--- config.mk ---
export PLATFORM = sky130hd
export DESIGN_NAME = sfpd_decoder
export DESIGN_NICKNAME = d
export VERILOG_FILES = /design/src/design/sfpd_pkg.sv /design/src/design/sfpd_decoder.sv
export VERILOG_INCLUDE_DIRS = /design/src /design/src/design
export SDC_FILE = /design/constraint.sdc
export NUM_CORES = 1
export LEC_CHECK = 0
export BUFFER_PORTS_ARGS = -buffer_cell sky130_fd_sc_hd__buf_2
export CAP_MARGIN = 20
export CORE_UTILIZATION = 58
export DETAILED_ROUTE_END_ITERATION = 12
export HOLD_SLACK_MARGIN = 0.02
export PLACE_DENSITY = 0.78
export SETUP_SLACK_MARGIN = 0.4
export SLEW_MARGIN = 20
export SYNTH_ARGS = -nofsm -noshare
export SYNTH_HDL_FRONTEND = slang
export SYNTH_SLANG_ARGS = --single-unit
--- constraint.sdc ---
create_clock -name pclk -period 3 [get_ports pclk]
set_input_delay 0.45 -clock pclk [delete_from_list [all_inputs] [get_ports pclk]]
set_output_delay 0.45 -clock pclk [all_outputs]
set_load 0.05 [all_outputs]
--- src/design/sfpd_cfg.svh ---
// Purpose: offsets, field positions, reset values and limits of the spindle function decoder
// Assumes: apb byte addresses, one register per aligned 32-bit word
// Notes: registers are 16 bits wide, the upper half reads as zero
// Notes on behaviour
// - overshoot field: 00 stops, 11 is type 3, 01 and 10 prohibited
// - lost motion field bits 9-8: 00 stops, 10 is type 2, others prohibited
// - bit 7 of word 1 picks normal or changed lost motion timing
// - jitter field bits 5-4: 00 off, else one to three pulses
// - notch depth code 000 infinite, then -18.1 down to -1.2 decibels
// - word 2 depth fields: F-D filter 5, B-9 filter 4, 7-5 filter 2, 3-1 filter 1
// - word 2 bit 8 picks standard or high frequency current control
// - word 3 bit C starts high-gain feed in interpolation; host clears it with alt feed
// - interpolation: word 3 bit A picks excitation 2, bit 9 gain set 2
// - non-interpolation: word 3 bits 2 and 1 apply only after in-position
// - synchronization: word 4 bit 7 forces the high-speed coil
// - word 4 bit 4 starts high-gain feed in synchronization; host clears with alt feed
// - synchronization: word 4 bit 2 picks excitation 2, bit 1 gain set 2
// - notch 1 frequency 0 to 2250 Hz, acts only at 50 or more
// - lost motion band is signed thousandths of degree, zero means two
// - overshoot amount applies only with type 3, range -1 to 100 percent
// - second amount 0 uses first both ways; -1 suppresses that direction
// - fine flag widens ranges to 10000 and 20000 hundredths of percent
// - multi-axis variant: emergency stop field reads 19 normal, 59 enabled
// - resistor variant: bits 7-4 value 0 disables, 4 enables stop function
`ifndef SFPD_CFG_SVH
`define SFPD_CFG_SVH
`define SFPD_OFF_TYPE      12'h000
`define SFPD_OFF_FUNC1     12'h004
`define SFPD_OFF_FUNC2     12'h008
`define SFPD_OFF_FUNC3     12'h00C
`define SFPD_OFF_FUNC4     12'h010
`define SFPD_OFF_INERTIA   12'h014
`define SFPD_OFF_NOTCH1F   12'h018
`define SFPD_OFF_LMTIME    12'h01C
`define SFPD_OFF_LMBAND    12'h020
`define SFPD_OFF_LMAMT2    12'h024
`define SFPD_OFF_OVERSHOOT_AMOUNT_MINUS      12'h028
`define SFPD_OFF_OVERSHOOT_AMOUNT_PLUS      12'h02C
`define SFPD_OFF_CTRL      12'h030
`define SFPD_OFF_STATUS    12'h034
`define SFPD_RST_WORD      16'h0000
`define SFPD_NOTCH_MAX     16'h08CA
`define SFPD_NOTCH_MIN     16'h0032
`define SFPD_BAND_DEFAULT  16'h0002
`define SFPD_OVS_MAX       16'h0064
`define SFPD_OVS_MAX_FINE  16'h2710
`define SFPD_LMC_MAX       16'h00C8
`define SFPD_LMC_MAX_FINE  16'h4E20
`define SFPD_MINUS_ONE     16'hFFFF
`define SFPD_ESTOP_NORMAL  8'h19
`define SFPD_ESTOP_ENABLED 8'h59
`define SFPD_EMGX_OFF      4'h0
`define SFPD_EMGX_ON       4'h4
`define SFPD_VAR_SINGLE    2'b00
`define SFPD_VAR_MULTI     2'b01
`define SFPD_VAR_RESISTOR  2'b10
`endif

--- src/design/sfpd_pkg.sv ---
// Purpose: types of the spindle function decoder
// Assumes: constants come from sfpd_cfg.svh
// Notes: depth enum carries the three-bit notch code
package sfpd_pkg;
  typedef enum logic [2:0] {
    SFPD_DEPTH_INF = 3'h0, SFPD_DEPTH_18P1 = 3'h1, SFPD_DEPTH_12P0 = 3'h2,
    SFPD_DEPTH_8P5 = 3'h3, SFPD_DEPTH_6P0 = 3'h4, SFPD_DEPTH_4P1 = 3'h5,
    SFPD_DEPTH_2P5 = 3'h6, SFPD_DEPTH_1P2 = 3'h7
  } sfpd_depth_t;
  typedef enum logic [2:0] {
    SFPD_MODE_NONINT = 3'b001, SFPD_MODE_INTERP = 3'b010, SFPD_MODE_SYNC = 3'b100
  } sfpd_mode_t;
endpackage

--- src/design/sfpd_decoder.sv ---
// Purpose: apb register bank decoding spindle function parameter words
// Assumes: one clock pclk, async active-low presetn, zero-wait apb slave
// Notes: decoded selections are registered outputs, refreshed every cycle
`timescale 1ns/100ps
`include "sfpd_cfg.svh"
`default_nettype none
module sfpd_decoder
  import sfpd_pkg::*;
(
  input  wire logic        pclk,
  input  wire logic        presetn,
  input  wire logic        psel,
  input  wire logic        penable,
  input  wire logic        pwrite,
  input  wire logic [11:0] paddr,
  input  wire logic [31:0] pwdata,
  input  wire logic [3:0]  pstrb,
  output logic      [31:0] prdata,
  output logic             pready,
  output logic             pslverr,
  input  wire logic        in_position,
  input  wire logic [2:0]  mode_sel,
  output logic      [1:0]  overshoot_type,
  output logic      [1:0]  lost_motion_type,
  output logic             lost_motion_timing_sel,
  output logic      [1:0]  jitter_pulses,
  output logic      [2:0]  notch5_depth,
  output logic      [2:0]  notch4_depth,
  output logic      [2:0]  notch2_depth,
  output logic      [2:0]  notch1_depth,
  output logic             high_freq_current,
  output logic             fixed_notch_enable,
  output logic             high_gain_feed_control,
  output logic             excitation_rate2,
  output logic             speed_gain_set2,
  output logic             high_speed_coil,
  output logic             notch1_active,
  output logic      [15:0] lost_motion_band,
  output logic             overshoot_active,
  output logic      [15:0] overshoot_amount_plus,
  output logic      [15:0] overshoot_amount_minus,
  output logic      [15:0] lost_motion_amount_minus,
  output logic             estop_enabled,
  output logic             config_error
);

  ////////////////////////////////////////////////////////////////////////////
  // helpers

  // true when a two-bit overshoot code is one of its prohibited settings, 01 or 10
  function automatic logic ovs_bad(input logic [1:0] c);
    return (c == 2'b01) || (c == 2'b10);
  endfunction

  // signed range check used for every amount limit
  function automatic logic in_range(input logic [15:0] v, input logic [15:0] hi);
    return ($signed(v) >= $signed(`SFPD_MINUS_ONE)) && ($signed(v) <= $signed(hi));
  endfunction

  ////////////////////////////////////////////////////////////////////////////
  // register storage

  logic [15:0] type_q, f1_q, f2_q, f3_q, f4_q, inertia_q, notchf_q;
  logic [15:0] lmtime_q, lmband_q, lmamt2_q, overshoot_amount_minus_q, overshoot_amount_plus_q;
  logic        fine_q;
  logic [1:0]  variant_q;
  logic        err_sticky_q;
  logic        wr_en;
  logic        rd_en;
  logic        addr_ok;
  logic        bad_write;
  logic [15:0] wdat;

  assign wr_en = psel && penable && pwrite;
  assign rd_en = psel && !penable && !pwrite;
  // low halfword lanes only; upper strobes change nothing
  assign wdat  = pwdata[15:0];
  assign addr_ok = (paddr[1:0] == 2'b00) && (paddr <= `SFPD_OFF_STATUS);

  // prohibited codes detected on the incoming word itself
  always_comb begin
    bad_write = 1'b0;
    if (wr_en && paddr == `SFPD_OFF_FUNC1) begin
      // lost motion code 10 is type 2, so only 01 and 11 (low bit set) are prohibited
      bad_write = ovs_bad(wdat[11:10]) || wdat[8];
    end else if (wr_en && paddr == `SFPD_OFF_TYPE && variant_q == `SFPD_VAR_RESISTOR) begin
      bad_write = (wdat[7:4] != `SFPD_EMGX_OFF) && (wdat[7:4] != `SFPD_EMGX_ON);
    end
  end

  // parameter words; every write with both low strobes set takes effect in the access cycle
  always_ff @(posedge pclk or negedge presetn) begin
    if (!presetn) begin
      type_q    <= `SFPD_RST_WORD;
      f1_q      <= `SFPD_RST_WORD;
      f2_q      <= `SFPD_RST_WORD;
      f3_q      <= `SFPD_RST_WORD;
      f4_q      <= `SFPD_RST_WORD;
      inertia_q <= `SFPD_RST_WORD;
      notchf_q  <= `SFPD_RST_WORD;
      lmtime_q  <= `SFPD_RST_WORD;
      lmband_q  <= `SFPD_RST_WORD;
      lmamt2_q  <= `SFPD_RST_WORD;
      overshoot_amount_minus_q    <= `SFPD_RST_WORD;
      overshoot_amount_plus_q    <= `SFPD_RST_WORD;
      fine_q    <= 1'b0;
      variant_q <= `SFPD_VAR_SINGLE;
    end else if (wr_en && (pstrb[1:0] == 2'b11)) begin
      unique case (paddr)
        `SFPD_OFF_TYPE:    type_q    <= wdat;
        `SFPD_OFF_FUNC1:   f1_q      <= wdat;
        `SFPD_OFF_FUNC2:   f2_q      <= wdat;
        `SFPD_OFF_FUNC3:   f3_q      <= wdat;
        `SFPD_OFF_FUNC4:   f4_q      <= wdat;
        `SFPD_OFF_INERTIA: inertia_q <= wdat;
        `SFPD_OFF_NOTCH1F: notchf_q  <= wdat;
        `SFPD_OFF_LMTIME:  lmtime_q  <= wdat;
        `SFPD_OFF_LMBAND:  lmband_q  <= wdat;
        `SFPD_OFF_LMAMT2:  lmamt2_q  <= wdat;
        `SFPD_OFF_OVERSHOOT_AMOUNT_MINUS:    overshoot_amount_minus_q    <= wdat;
        `SFPD_OFF_OVERSHOOT_AMOUNT_PLUS:    overshoot_amount_plus_q    <= wdat;
        `SFPD_OFF_CTRL: begin
          fine_q    <= wdat[0];
          variant_q <= wdat[5:4];
        end
        default: ;
      endcase
    end
  end

  // sticky error flag: a new prohibited write wins over a clear in the same cycle
  always_ff @(posedge pclk or negedge presetn) begin
    if (!presetn) begin
      err_sticky_q <= 1'b0;
    end else if (bad_write) begin
      err_sticky_q <= 1'b1;
    end else if (wr_en && paddr == `SFPD_OFF_STATUS && wdat[0]) begin
      err_sticky_q <= 1'b0;
    end
  end

  ////////////////////////////////////////////////////////////////////////////
  // apb answer: zero wait states, read data registered in setup

  always_ff @(posedge pclk or negedge presetn) begin
    if (!presetn) begin
      prdata  <= 32'h0000_0000;
      pready  <= 1'b0;
      pslverr <= 1'b0;
    end else begin
      pready  <= psel && !penable;
      pslverr <= psel && !penable && !addr_ok;
      if (rd_en) begin
        unique case (paddr)
          `SFPD_OFF_TYPE:    prdata <= {16'h0000, type_q};
          `SFPD_OFF_FUNC1:   prdata <= {16'h0000, f1_q};
          `SFPD_OFF_FUNC2:   prdata <= {16'h0000, f2_q};
          `SFPD_OFF_FUNC3:   prdata <= {16'h0000, f3_q};
          `SFPD_OFF_FUNC4:   prdata <= {16'h0000, f4_q};
          `SFPD_OFF_INERTIA: prdata <= {16'h0000, inertia_q};
          `SFPD_OFF_NOTCH1F: prdata <= {16'h0000, notchf_q};
          `SFPD_OFF_LMTIME:  prdata <= {16'h0000, lmtime_q};
          `SFPD_OFF_LMBAND:  prdata <= {16'h0000, lmband_q};
          `SFPD_OFF_LMAMT2:  prdata <= {16'h0000, lmamt2_q};
          `SFPD_OFF_OVERSHOOT_AMOUNT_MINUS:    prdata <= {16'h0000, overshoot_amount_minus_q};
          `SFPD_OFF_OVERSHOOT_AMOUNT_PLUS:    prdata <= {16'h0000, overshoot_amount_plus_q};
          `SFPD_OFF_CTRL:    prdata <= {26'h0, variant_q, 3'h0, fine_q};
          `SFPD_OFF_STATUS:  prdata <= {28'h0, estop_enabled, notch1_active,
                                        overshoot_active, err_sticky_q};
          default:           prdata <= 32'h0000_0000;
        endcase
      end
    end
  end

  ////////////////////////////////////////////////////////////////////////////
  // in-position is asynchronous to pclk: two flops before use

  logic inpos_m_q, inpos_q;
  always_ff @(posedge pclk or negedge presetn) begin
    if (!presetn) begin
      inpos_m_q <= 1'b0;
      inpos_q   <= 1'b0;
    end else begin
      inpos_m_q <= in_position;
      inpos_q   <= inpos_m_q;
    end
  end

  ////////////////////////////////////////////////////////////////////////////
  // function word 1 and 2 decode; prohibited codes fall back to stopped

  always_ff @(posedge pclk or negedge presetn) begin
    if (!presetn) begin
      overshoot_type         <= 2'b00;
      lost_motion_type       <= 2'b00;
      lost_motion_timing_sel <= 1'b0;
      jitter_pulses          <= 2'b00;
      notch5_depth           <= 3'h0;
      notch4_depth           <= 3'h0;
      notch2_depth           <= 3'h0;
      notch1_depth           <= 3'h0;
      high_freq_current      <= 1'b0;
      fixed_notch_enable     <= 1'b0;
    end else begin
      // holding off a prohibited code is safer than guessing a type
      overshoot_type         <= (f1_q[11:10] == 2'b11) ? 2'b11 : 2'b00;
      lost_motion_type       <= (f1_q[9:8] == 2'b10) ? 2'b10 : 2'b00;
      lost_motion_timing_sel <= f1_q[7];
      jitter_pulses          <= f1_q[5:4];
      // depth codes pass as-is; sfpd_depth_t names the attenuation
      notch5_depth           <= sfpd_depth_t'(f2_q[15:13]);
      notch4_depth           <= sfpd_depth_t'(f2_q[11:9]);
      notch2_depth           <= sfpd_depth_t'(f2_q[7:5]);
      notch1_depth           <= sfpd_depth_t'(f2_q[3:1]);
      high_freq_current      <= f2_q[8];
      fixed_notch_enable     <= f2_q[4];
    end
  end

  ////////////////////////////////////////////////////////////////////////////
  // mode-dependent selections

  logic ex2_d, vg2_d, shg_d;
  always_comb begin
    ex2_d = 1'b0;
    vg2_d = 1'b0;
    shg_d = 1'b0;
    unique case (mode_sel)
      SFPD_MODE_INTERP: begin
        shg_d = f3_q[12];
        ex2_d = f3_q[10];
        vg2_d = f3_q[9];
      end
      SFPD_MODE_SYNC: begin
        shg_d = f4_q[4];
        ex2_d = f4_q[2];
        vg2_d = f4_q[1];
      end
      SFPD_MODE_NONINT: begin
        ex2_d = f3_q[2] && inpos_q;
        vg2_d = f3_q[1] && inpos_q;
      end
      default: ;
    endcase
  end

  always_ff @(posedge pclk or negedge presetn) begin
    if (!presetn) begin
      high_gain_feed_control <= 1'b0;
      excitation_rate2       <= 1'b0;
      speed_gain_set2        <= 1'b0;
      high_speed_coil        <= 1'b0;
    end else begin
      high_gain_feed_control <= shg_d;
      excitation_rate2       <= ex2_d;
      speed_gain_set2        <= vg2_d;
      high_speed_coil        <= (mode_sel == SFPD_MODE_SYNC) && f4_q[7];
    end
  end

  ////////////////////////////////////////////////////////////////////////////
  // scalar limits and directional amounts

  logic [15:0] ovs_max, lmc_max;
  assign ovs_max = fine_q ? `SFPD_OVS_MAX_FINE : `SFPD_OVS_MAX;
  assign lmc_max = fine_q ? `SFPD_LMC_MAX_FINE : `SFPD_LMC_MAX;

  always_ff @(posedge pclk or negedge presetn) begin
    if (!presetn) begin
      notch1_active            <= 1'b0;
      lost_motion_band         <= 16'h0000;
      overshoot_active         <= 1'b0;
      overshoot_amount_plus    <= 16'h0000;
      overshoot_amount_minus   <= 16'h0000;
      lost_motion_amount_minus <= 16'h0000;
      estop_enabled            <= 1'b0;
      config_error             <= 1'b0;
    end else begin
      // values above the range leave the filter off rather than misbehave
      notch1_active    <= (notchf_q >= `SFPD_NOTCH_MIN) && (notchf_q <= `SFPD_NOTCH_MAX);
      lost_motion_band <= (lmband_q == 16'h0000) ? `SFPD_BAND_DEFAULT : lmband_q;
      overshoot_active <= (f1_q[11:10] == 2'b11) && in_range(overshoot_amount_plus_q, ovs_max);
      // -1 passes out unchanged so the loop skips that direction
      overshoot_amount_plus  <= overshoot_amount_plus_q;
      overshoot_amount_minus <= (overshoot_amount_minus_q == 16'h0000) ? overshoot_amount_plus_q : overshoot_amount_minus_q;
      lost_motion_amount_minus <= in_range(lmamt2_q, lmc_max) ? lmamt2_q : 16'h0000;
      unique case (variant_q)
        `SFPD_VAR_MULTI:    estop_enabled <= (type_q[7:0] == `SFPD_ESTOP_ENABLED);
        `SFPD_VAR_RESISTOR: estop_enabled <= (type_q[7:4] == `SFPD_EMGX_ON);
        default:            estop_enabled <= 1'b0;
      endcase
      config_error <= err_sticky_q;
    end
  end

endmodule
`default_nettype wire

# Word level (Yosys, flattened, before mapping)
# Index checks and enable logic that the tools add are counted.
word_totals:
  ff_bits: 325
  in_bits: 57
  wordCells: 135
op_classes:
  magnitude_cmp: 7
  eq_ne: 26
  muxes: 16
  reduce_logical: 44
op_table:
  columns: ["operator", "n"]
  rows:
  - ["case mux 16 bit (14 select lines)", 1]
  - ["== test 12 x 6 -> 1 bit (second input constant)", 6]
  - ["== test 12 x 5 -> 1 bit (second input constant)", 4]
  - ["2-to-1 mux 16 bit", 3]
  - ["greater-or-equal comparator 16 x 1 -> 1 bit (second input constant)", 2]
  - ["zero test 16 bit", 2]
  - ["AND reduction 2 bit", 13]
  - ["== test 12 x 4 -> 1 bit (second input constant)", 2]
  - ["logical AND 1 bit", 20]
  - ["greater-or-equal comparator 16 x 6 -> 1 bit (second input constant)", 1]
  - ["<= comparator 16 x 12 -> 1 bit (second input constant)", 1]
  - ["<= comparator 16 x 15 -> 1 bit", 1]
  - ["<= comparator 16 bit", 1]
  - ["2-to-1 mux 15 bit", 1]
  - ["2-to-1 mux 14 bit", 1]
  - ["== test 12 x 3 -> 1 bit (second input constant)", 1]
  - ["<= comparator 12 x 6 -> 1 bit (second input constant)", 1]
  - ["zero test 12 bit", 1]
  - ["== test 2 bit (second input constant)", 5]
  - ["== test 8 x 7 -> 1 bit (second input constant)", 1]
  - ["case mux 1 bit (3 select lines)", 2]
  - ["== test 2 x 1 -> 1 bit (second input constant)", 2]
  - ["== test 4 x 3 -> 1 bit (second input constant)", 1]
  - ["2-to-1 mux 1 bit", 4]
  - ["other kinds (11)", 16]

# Longest topological paths before layout
# Gate-level depths: netlist of the first run.
logic_depth:
  word_depth: 7
  ltp_mapped: 8
  depth_no_buf: 7

# Worst setup path before layout of the first run
# OpenSTA, ideal clock, no wires.
synth_path:
  path_type: "input -> register"
  from: "input paddr[11]"
  to: "register overshoot_amount_minus_q[10]"
  arrival_ns: 2.471
  required_time_ns: 2.875
  setup_slack_ns: 0.405
  path_stages: 7
  path_cell_list: "or4_1 > buf_2 > or2_1 > buf_6 > nor4_4 > buf_6 > mux2_2"
synth_between:
  elab_chain_len: 2
synth_rtl:
  columns: ["item", "line", "rtl"]
  rows:
  - ["start, declared", "sfpd_decoder.sv:15", "input wire logic [11:0] paddr,"]
  - ["== test 12 x 6 -> 1 bit", "sfpd_decoder.sv:109", "unique case (paddr)"]
  - ["AND reduction 2 bit (no line)", null, null]
  - ["end signal, assigned", "sfpd_decoder.sv:104", "overshoot_amount_minus_q <= `SFPD_RST_WORD;"]
  - ["end signal, assigned", "sfpd_decoder.sv:120", "`SFPD_OFF_OVERSHOOT_AMOUNT_MINUS: overshoot_amount_minus_q <= wdat;"]
  - ["end, declared", "sfpd_decoder.sv:64", "logic [15:0] lmtime_q, lmband_q, lmamt2_q, overshoot_amount_minus_q, overshoot_amount_plus_q;"]
# No other way between the ends.
# A chain may end at the register's enable or synchronous reset.

# Worst setup path in the final report of the first run
layout_path:
  from: "register fine_q"
  to: "register lost_motion_amount_minus[1]"
layout_between:
  elab_chain_len: 4
layout_rtl:
  columns: ["item", "line", "rtl"]
  rows:
  - ["start, declared", "sfpd_decoder.sv:65", "logic fine_q;"]
  - ["start signal, assigned", "sfpd_decoder.sv:123", "fine_q <= wdat[0];"]
  - ["2-to-1 mux 15 bit (no line)", null, null]
  - ["<= comparator 16 bit", "sfpd_decoder.sv:57", "return ($signed(v) >= $signed(`SFPD_MINUS_ONE)) && ($signed(v) <= $signed(hi));"]
  - ["logical AND 1 bit", "sfpd_decoder.sv:57", null]
  - ["2-to-1 mux 16 bit", "sfpd_decoder.sv:287", "lost_motion_amount_minus <= in_range(lmamt2_q, lmc_max) ? lmamt2_q : 16'h0000;"]
  - ["end signal, assigned", "sfpd_decoder.sv:287", null]
  - ["end, declared", "sfpd_decoder.sv:42", "output logic [15:0] lost_motion_amount_minus,"]
# No other way between the ends.

==> results of run 1 <==
flip-flops by register name, summed over array words and instances (netlist names), 16 cells and up:
name,count
f3_q,16
prdata,16
f1_q,16
type_q,16
f2_q,16
inertia_q,16
lost_motion_amount_minus,16
notchf_q,16
lmtime_q,16
overshoot_amount_plus_q,16
overshoot_amount_minus,16
lmband_q,16
overshoot_amount_minus_q,16
lost_motion_band,16
overshoot_amount_plus,16
f4_q,16
lmamt2_q,16
power by group:
group | leakage [nW] | switching [W] | internal (W)
Sequential | 4.28 | 0.00000294 | 0.00415
Combinational | 3.46 | 0.000333 | 0.0000976
Clock | 0.481 | 0.00162 | 0.00222
Total | 8.22 | 0.00196 | 0.00646
per-layer routing:
layer / routed length (um) / vias up
met2: 17900 / 562
li1: - / 4210
met1: 16100 / 4960
met3: 3570 / 121
met4: 1920 / 0
met5: 0 / -
what timing repair did:
action / in CTS / in global routing
gates resized for setup: 0 / 0
endpoints found under the hold margin: 86 / 0
setup buffers: 0 / 0
hold buffers: 2 / 0
cell families after synthesis:
logic type	Yosys count	synth area share, %
flip-flops	307	56.4
XOR/XNOR	1	0.0643
other	1	0.0275
adder cells (fa/ha/maj)	18	1.65
AO/OA/AOI/OAI	190	9.83
buffers and inverters	115	4.03
multiplexers	234	19.7
AND/OR/NAND/NOR	194	8.22
area by class of cell:
| type | instances | area [um^2] | share of cell area [%] |
|---|---|---|---|
| Antenna cell | 1 | 2.50 | 0.0157 |
| Multi-Input combinational cell | 654 | 5460 | 34.1 |
| Timing Repair Buffer | 222 | 1410 | 8.83 |
| Clock inverter | 18 | 190 | 1.19 |
| Sequential cell | 307 | 7680 | 48.0 |
| Inverter | 8 | 30.0 | 0.188 |
| Clock buffer | 36 | 825 | 5.16 |
| Tap cell | 313 | 392 | 2.45 |
cell usage in the layout, fill, tap and decap left out, types with 8 or more instances in the layout:
cell type	synthesis	final
mux2i_1	20	20
a32oi_1	14	14
inv_1	8	8
nor2b_1	9	9
nor4_1	16	15
nor2_1	19	19
a21o_1	17	17
buf_2	22	147
o21ai_0	13	13
nand3_1	20	20
a22o_1	13	13
ha_1	18	18
a21oi_1	48	48
conb_1	1	17
buf_4	18	64
nand2b_1	8	8
nand2_1	52	52
nor3_1	12	12
dfrtp_1	307	307
buf_12	0	8
mux2_2	206	206
o22ai_1	9	9
a22oi_1	23	23
clkbuf_16	0	31
nand4_1	10	10
through the flow:
stage          setup WS (ns)  utilization (%)  area (um^2)  total power, W  cells
2_1_floorplan          0.405                -        13700         0.00443   1076
3_3_place_gp           0.277             65.4        14900         0.00465   1502
3_5_place_dp           0.250             65.4        14900         0.00465   1502
4_1_cts                0.590             69.9        16000         0.00845   1558
5_1_grt                0.469             70.0        16000         0.00863   1558
6_report               0.672             70.0        16000         0.00842   1559
critical path: stages, from the launching register on:
cell and delay [ns]:
dfrtp_1 0.37, inv_1 0.32, ha_1 0.33, a2111oi_0 0.34
o21ai_0 0.15, a221o_1 0.50, a21oi_1 0.22
final timing paths:
check,cells after the start,slack [ns],endpoint,startpoint
max,6,0.67,lost_motion_amount_minus[1]$_DFF_PN0_,fine_q$_DFFE_PN0P_
min,2,0.12,high_gain_feed_control$_DFF_PN0_,mode_sel[0]
max reg2reg,6,0.67,lost_motion_amount_minus[1]$_DFF_PN0_,fine_q$_DFFE_PN0P_
min reg2reg,0,0.36,inpos_q$_DFF_PN0_,inpos_m_q$_DFF_PN0_
max in group asynchronous,3,1.63,prdata[9]$_DFFE_PN0P_,presetn
min in group asynchronous,2,0.56,config_error$_DFF_PN0_,presetn
==> impl_metrics.ini, run 1 <==
[floorplan]
die_w_um = 155
num_rows = 55
design.die.area_mm2 = 0.0241
initial_utilization_pct = 59.6
design.core.area_mm2 = 0.0228
die_h_um = 155
io_pins = 184

[final_layout]
fillCellCount = 1641
drive_above_1_share_pct = 40.8
layout.nets = 1298
area_delta_synth_final_pct = 17.4

[grt]
antenna_found_initial = 1
grt_overflow = 0
met1_usage_pct = 47.8
met2_usage_pct = 52.8
grt_pass1_vias = 9765
grtUsageMet3_pct = 4.85
track_usage_pct = 33.9
busiest_layer = met2
grt_start_max_net_pins = 104
grt_pass1_wl_mm = 60.3

[timing]
setup_viol = 0
timing.final.crit_share_pct = 77.6
drv_slew = 0
tightest_slew_ns = 0.864
finalCriticalPeriod_ns = 2.33
max_freq_ghz = 0.430
fin_hold_ws_ns = 0.123
finClkSkew_ns = 0.00846
relSlewSlack_pct = 42.4
tns_ns = 0
rsz0062_at_grt = false
finalHoldViolCount = 0

[clock_tree]
cts_tree = built
ctsRootBufferMaster = clkbuf_16
cts_buffers = 30
htreeDepth = 1
clk_pin_slew_worst_paths_ns = 0.07
clk_latency_ns = 0.56
cts_sinks = 307
clockBufferDepth = 3

[logic_synthesis]
syn_inst = 1060
netlist_top_cells_area = dfrtp_1 (56%), mux2_2 (17%), a21oi_1 (1.8%)
yosysMostFrequentCell = dfrtp_1
synth_cell_types = 73
synth-seq-cells = 307
synth_top_area_share_pct = 56.4
synth_warnings = 0
synth_top_cells_by_count = dfrtp_1 (307), mux2_2 (206), clkbuf_1 (56)
synth_ff_type = dfrtp_1
yosysTopAreaCell = dfrtp_1
async_flop_share_pct = 100
syn_area_mm2 = 0.0136
syn_avg_cell_area_um2 = 12.8
ys_seq_area_share_pct = 56.4
synth_edf_count = 0

[place]
port_buffers = 148
gp_congestion = 0.991
post-dp-hpwl_mm = 28.0

[detailed_routing]
vias = 9853
drc_errors = 0
viasPerCell = 6.32
first_pass_iters = 5
initialDrtViolationCount = 991
wl_per_cell_um = 25.4
drtAntennaViolNets = 0
wl_mm = 39.6

[pwr]
power_density_mw_per_mm2 = 527
ir_drop_v = 0.000461
leakagePower_nw = 8.22

[job]
cap_viol_max_count = 0

[setup_path]
start_kind = flop
cp_max_fo = 15
endpoint_kind = flop
cp.required_ns = 3.47
arrival_ns = 2.80
worst-setup-path-type = reg2reg

[min_path]
min_path_type = in2reg

[outcome]
run_status = finished clean
Power figures use the tool's default switching activity.
==> run 2, diff against run 1 <==
- clock period: 3 -> 2.4 ns (I/O delays scaled with it)
==> impl_metrics.ini, run 2 (synthesis results as in run 1) <==
[outcome]
run_status = finished clean

[grt]
grt_pass1_wl_mm = 61.9
met1_usage_pct = 48.3
grt_start_max_net_pins = 81
track_usage_pct = 34.8
met2_usage_pct = 54.5
grt_pass1_vias = 10000
busiest_layer = met2
grtUsageMet3_pct = 6.38
grt_overflow = 0
antenna_found_initial = 0

[place]
port_buffers = 148
post-dp-hpwl_mm = 28.5
gp_congestion = 0.959

[timing]
fin_hold_ws_ns = 0.0909
timing.final.crit_share_pct = 81.7
tightest_slew_ns = 0.744
relSlewSlack_pct = 49.8
finClkSkew_ns = 0.0220
finalCriticalPeriod_ns = 1.96
setup_viol = 0
max_freq_ghz = 0.510
finalHoldViolCount = 0
drv_slew = 0
tns_ns = 0
rsz0062_at_grt = false

[setup_path]
cp.required_ns = 2.87
rr_startpoint = fine_q$_DFFE_PN0P_
endpoint_kind = flop
regToRegSetupSlack_ns = 0.44
worstRegToRegCells = 6
arrival_ns = 2.43
start_kind = flop
cp_max_fo = 8
worst-setup-path-type = reg2reg
r2r-end = lost_motion_amount_minus[2]$_DFF_PN0_

[clock_tree]
ctsRootBufferMaster = clkbuf_16
cts_tree = built
cts_buffers = 30
cts_sinks = 307
clk_pin_slew_worst_paths_ns = 0.06
clockBufferDepth = 3
clk_latency_ns = 0.56
htreeDepth = 1

[min_path]
min_path_type = in2reg
min_path_cells = 3
min_from = psel
holdPathEnd = pready$_DFF_PN0_

[pwr]
leakagePower_nw = 8.52
ir_drop_v = 0.000549
power_density_mw_per_mm2 = 657
power_w = 0.0109

[final_layout]
drive_above_1_share_pct = 43.7
area_delta_synth_final_pct = 21.9
layout.nets = 1316
mostFrequentLayoutCells = dfrtp_1 (306), mux2_2 (190), buf_2 (147), buf_4 (71), nand2_1 (50)
layout_commonest_cell = dfrtp_1
utilization_pct = 72.7

[floorplan]
num_rows = 55
design.die.area_mm2 = 0.0241
die_h_um = 155
io_pins = 184
die_w_um = 155
design.core.area_mm2 = 0.0228
initial_utilization_pct = 59.6

[detailed_routing]
drc_errors = 0
wl_per_cell_um = 25.7
wl_mm = 40.5
first_pass_iters = 5
drtAntennaViolNets = 0
viasPerCell = 6.36
initialDrtViolationCount = 911
vias = 10000

[job]
cap_viol_max_count = 0
-- run 2: changes by cell type in the layout (fill, tap and decap cells not counted), moves of 7 or more --
cell,delta
a21oi_2,+9
mux2_2,-16
buf_4,+7
a21oi_1,-9
mux2_4,+16
buf_12,+9
-- run 2: worst max-delay path by stage --
stage | cells after the start | end | from
finish | 6 | lost_motion_amount_minus[2]$_DFF_PN0_ | fine_q$_DFFE_PN0P_
global route | 8 | overshoot_active$_DFF_PN0_ | fine_q$_DFFE_PN0P_
CTS | 6 | lost_motion_amount_minus[6]$_DFF_PN0_ | fine_q$_DFFE_PN0P_
detailed placement | 6 | lmamt2_q[11]$_DFFE_PN0P_ | paddr[4]
global placement | 6 | lmamt2_q[11]$_DFFE_PN0P_ | paddr[4]
floorplan | 7 | overshoot_amount_minus_q[10]$_DFFE_PN0P_ | paddr[11]
-- run 2: layout make-up --
type | instances | area (um^2)
Sequential cell | 307 | 7680
Multi-Input combinational cell | 655 | 5730
Fill cell | 1616 | 6240
Tap cell | 313 | 392
Timing Repair Buffer | 239 | 1650
Inverter | 8 | 35.0
Clock inverter | 16 | 255
Clock buffer | 38 | 852
Antenna cell | 2 | 5.00
-- run 2: worst max-delay path, stage by stage, from the launching register on --
cell and delay [ns]:
dfrtp_2 0.44, inv_6 0.09, ha_4 0.21, a2111oi_4 0.32, o21ai_2 0.14, a221o_2 0.50, a21oi_2 0.18
-- run 2: through the flow --
| step | instances | cell area [um^2] | worst slack (ns) |
|---|---|---|---|
| after floorplan | 1076 | 13900 | 0.0638 |
| final | 1578 | 16600 | 0.438 |
| after global routing | 1576 | 16600 | 0.357 |
| after detailed placement | 1510 | 15200 | 0.0251 |
| after global placement | 1510 | 15200 | 0.0318 |
| after CTS | 1572 | 16500 | 0.428 |
-- run 2: report_power, final --
part / switching [W] / internal, W
sequential: 0.00000363 / 0.00518
combinational: 0.000421 / 0.000138
clock: 0.00200 / 0.00316
-- run 2: per-layer routing --
metal	vias to the layer above	share of wire, %
met4	0	4.2
met2	574	46
li1	4264	-
met1	5074	40
met3	124	9.2
met5	-	0
-- run 2: timing repair --
item                                   CTS  global route
setup endpoints to repair               15            16
buffers inserted                         4             4
gates resized for setup                 18            12
cloned                                   1             0
hold buffers                             3             0
endpoints found under the hold margin   56             0
pin swaps                                3            10
==> run 3, diff against run 2 <==
- ABC_AREA: unset -> 1
- CORE_UTILIZATION: 58 -> 52
- PLACE_DENSITY: 0.78 -> 0.74
- clock period: 2.4 -> 1.7 ns (I/O delays scaled with it)
==> impl_metrics.ini, run 3 <==
[outcome]
run_status = complete, but fails checks
violations = negative setup slack

[setup_path]
path_buf_inv = 1
slowest_delay_ns = 0.42
start_kind = flop
cp.required_ns = 2.15
r2r-end = lost_motion_amount_minus[8]$_DFF_PN0_
cp_cell_sequence = inv_6 > ha_4 > nand4_1 > nor3_2 > o21ai_1 > nand2_1 > nand3_2 > nand2_4 > nor2_1
arrival_ns = 2.22
regToRegSetupSlack_ns = -0.06
endpoint_kind = flop
cp_top_family = simple AND/OR/NAND/NOR gates
cp-startpoint = fine_q$_DFFE_PN0P_
worst-setup-path-type = reg2reg
rr_startpoint = fine_q$_DFFE_PN0P_
crit_slowest_cell = dfrtp_2
worstRegToRegCells = 9
cp_max_fo = 7

[pwr]
power_w = 0.0153
ir_drop_v = 0.00110
power_density_mw_per_mm2 = 830
leakagePower_nw = 9.22
comb_power_share_pct = 5.0
p_clk_share_pct = 47.1
intPower_w = 0.0118
p_sw_w = 0.00347
swShare_pct = 22.7
p_seq_share_pct = 47.9

[detailed_routing]
first_pass_iters = 8
drtAntennaViolNets = 0
wl_mm = 44.8
vias = 12300
drc_errors = 0
viasPerCell = 5.70
initialDrtViolationCount = 1460
wl_per_cell_um = 20.8

[clock_tree]
ctsRootBufferMaster = clkbuf_16
cts_buffers = 31
clockBufferDepth = 3
cts_tree = built
clk_latency_ns = 0.57
cts_sinks = 307
htreeDepth = 1
clk_pin_slew_worst_paths_ns = 0.06

[timing]
finalCriticalPeriod_ns = 1.76
timing.final.crit_share_pct = 104
rsz0062_at_grt = true
tightest_slew_ns = 0.585
max_freq_ghz = 0.567
setup_viol = 16
finalHoldViolCount = 0
fin_hold_ws_ns = 0.0365
setup_ws_ns = -0.0645
relSlewSlack_pct = 61.0
finClkSkew_ns = 0.0191
drv_slew = 0

[final_layout]
final_area_mm2 = 0.0184
layout.nets = 1879
register_area_mm2 = 0.00769
fillCellCount = 1761
antenna_cells = 0
utilization_pct = 72.3
layout_commonest_cell = nand2_1
mostFrequentLayoutCells = nand2_1 (347), dfrtp_1 (297), o21ai_1 (154), buf_4 (139), nand3_1 (134)
multi_input_area_mm2 = 0.00556
area_delta_synth_final_pct = 34.7
drive_above_1_share_pct = 29.0

[grt]
grtUsageMet3_pct = 5.71
busiest_layer = met2
track_usage_pct = 33.6
grt_pass1_vias = 11800
antenna_found_initial = 1
met2_usage_pct = 53.1
grt_overflow = 0
met1_usage_pct = 44.9
grt_pass1_wl_mm = 67.6
grt_start_max_net_pins = 68

[logic_synthesis]
async_flop_share_pct = 100
synth_warnings = 0
synth_ff_type = dfrtp_1
synth_cell_types = 40
syn_inst = 1546
syn_avg_cell_area_um2 = 8.84
synth_top_area_share_pct = 56.2
ys_seq_area_share_pct = 56.2
netlist_top_cells_area = dfrtp_1 (56%), nand2_1 (10%), o21ai_0 (6.8%)
yosysTopAreaCell = dfrtp_1
yosysMostFrequentCell = nand2_1
synth_edf_count = 0
synth_top_cells_by_count = nand2_1 (363), dfrtp_1 (307), o21ai_0 (185)
synth-seq-cells = 307
syn_area_mm2 = 0.0137

[min_path]
min_path_cells = 4
min_from = mode_sel[2]
min_path_type = in2reg
holdPathEnd = excitation_rate2$_DFF_PN0_

[floorplan]
num_rows = 58
die_w_um = 164
design.core.area_mm2 = 0.0255
die_h_um = 164
initial_utilization_pct = 53.7
io_pins = 184
design.die.area_mm2 = 0.0269

[place]
gp_congestion = 0.928
dpl-instance-area_mm2 = 0.0160
post-dp-hpwl_mm = 29.5
port_buffers = 148

[job]
cap_viol_max_count = 0
[run 3: cell types whose count changed in the layout (fill, tap and decap cells not counted), sizes merged, moves of 17 or more]
cell	change
nand3	+140
nand4	+46
a21oi	-38
buf	+94
inv	+89
a22oi	-23
nand2	+322
mux2	-207
nor2	+100
a21o	-17
mux2i	-20
o21ai	+209
[run 3: through the flow]
step                      worst slack, ns  cells  TNS (ns)
after floorplan                    0.0980   1562         0
after CTS                         -0.0186   2141    -0.121
after global routing               -0.155   2157     -2.18
final                             -0.0645   2157    -0.822
after global placement             -0.115   2067     -3.01
after detailed placement           -0.127   2067     -7.18
[run 3: worst max-delay path by stage]
stage | cells past startpoint | endpoint | slack (ns)
2_1_floorplan | 10 | lost_motion_amount_minus[8]$_DFF_PN0_ | 0.1
3_3_place_gp | 13 | prdata[8]$_DFFE_PN0P_ | -0.12
3_5_place_dp | 12 | prdata[1]$_DFFE_PN0P_ | -0.13
4_1_cts | 9 | lost_motion_amount_minus[3]$_DFF_PN0_ | -0.02
5_1_grt | 9 | lost_motion_amount_minus[12]$_DFF_PN0_ | -0.15
6_report | 9 | lost_motion_amount_minus[8]$_DFF_PN0_ | -0.06
[run 3: metal layers]
metal / part of all wire, % / vias up / routed length [um]
met5: 0 / - / 0
met2: 46 / 669 / 20500
met3: 10 / 146 / 4660
met4: 5.5 / 0 / 2450
met1: 38 / 5873 / 17200
li1: - / 5613 / -
[run 3: layout make-up]
class / instances / share of cell area (%)
Inverter: 98 / 2.19
Timing Repair Buffer: 334 / 17.8
Clock buffer: 42 / 4.71
Multi-Input combinational cell: 1032 / 30.2
Sequential cell: 307 / 41.8
Clock inverter: 14 / 1.11
Tap cell: 330 / 2.24
[run 3: timing repair]
item	CTS	global route
setup endpoints to repair	151	166
cloned	2	1
hold buffers	3	0
setup buffers	13	15
resized for setup	267	69
pin swaps	16	28
endpoints found under the hold margin	309	0
[run 3: logic make-up after synthesis]
kind of cell | after synthesis | share of synthesized area [%]
simple gates | 739 | 24.6
flops | 307 | 56.2
compound gates | 257 | 10.1
buf+inv | 224 | 7.48
fa+ha+maj | 18 | 1.65
other cells | 1 | 0.0274
[run 3: power groups by stage]
stage	sequential [W]	clock, W	combinational (W)
floorplan	0.00747	0	0.000305
global placement	0.00745	0	0.000728
detailed placement	0.00745	0	0.000739
CTS	0.00732	0.00723	0.000753
global route	0.00731	0.00755	0.000814
finish	0.00732	0.00721	0.000767
[run 3: worst min-delay path, stage by stage]
cell      delay (ns)
buf_2           0.09
nor3_1          0.06
nand3_1         0.06
o211ai_1        0.08
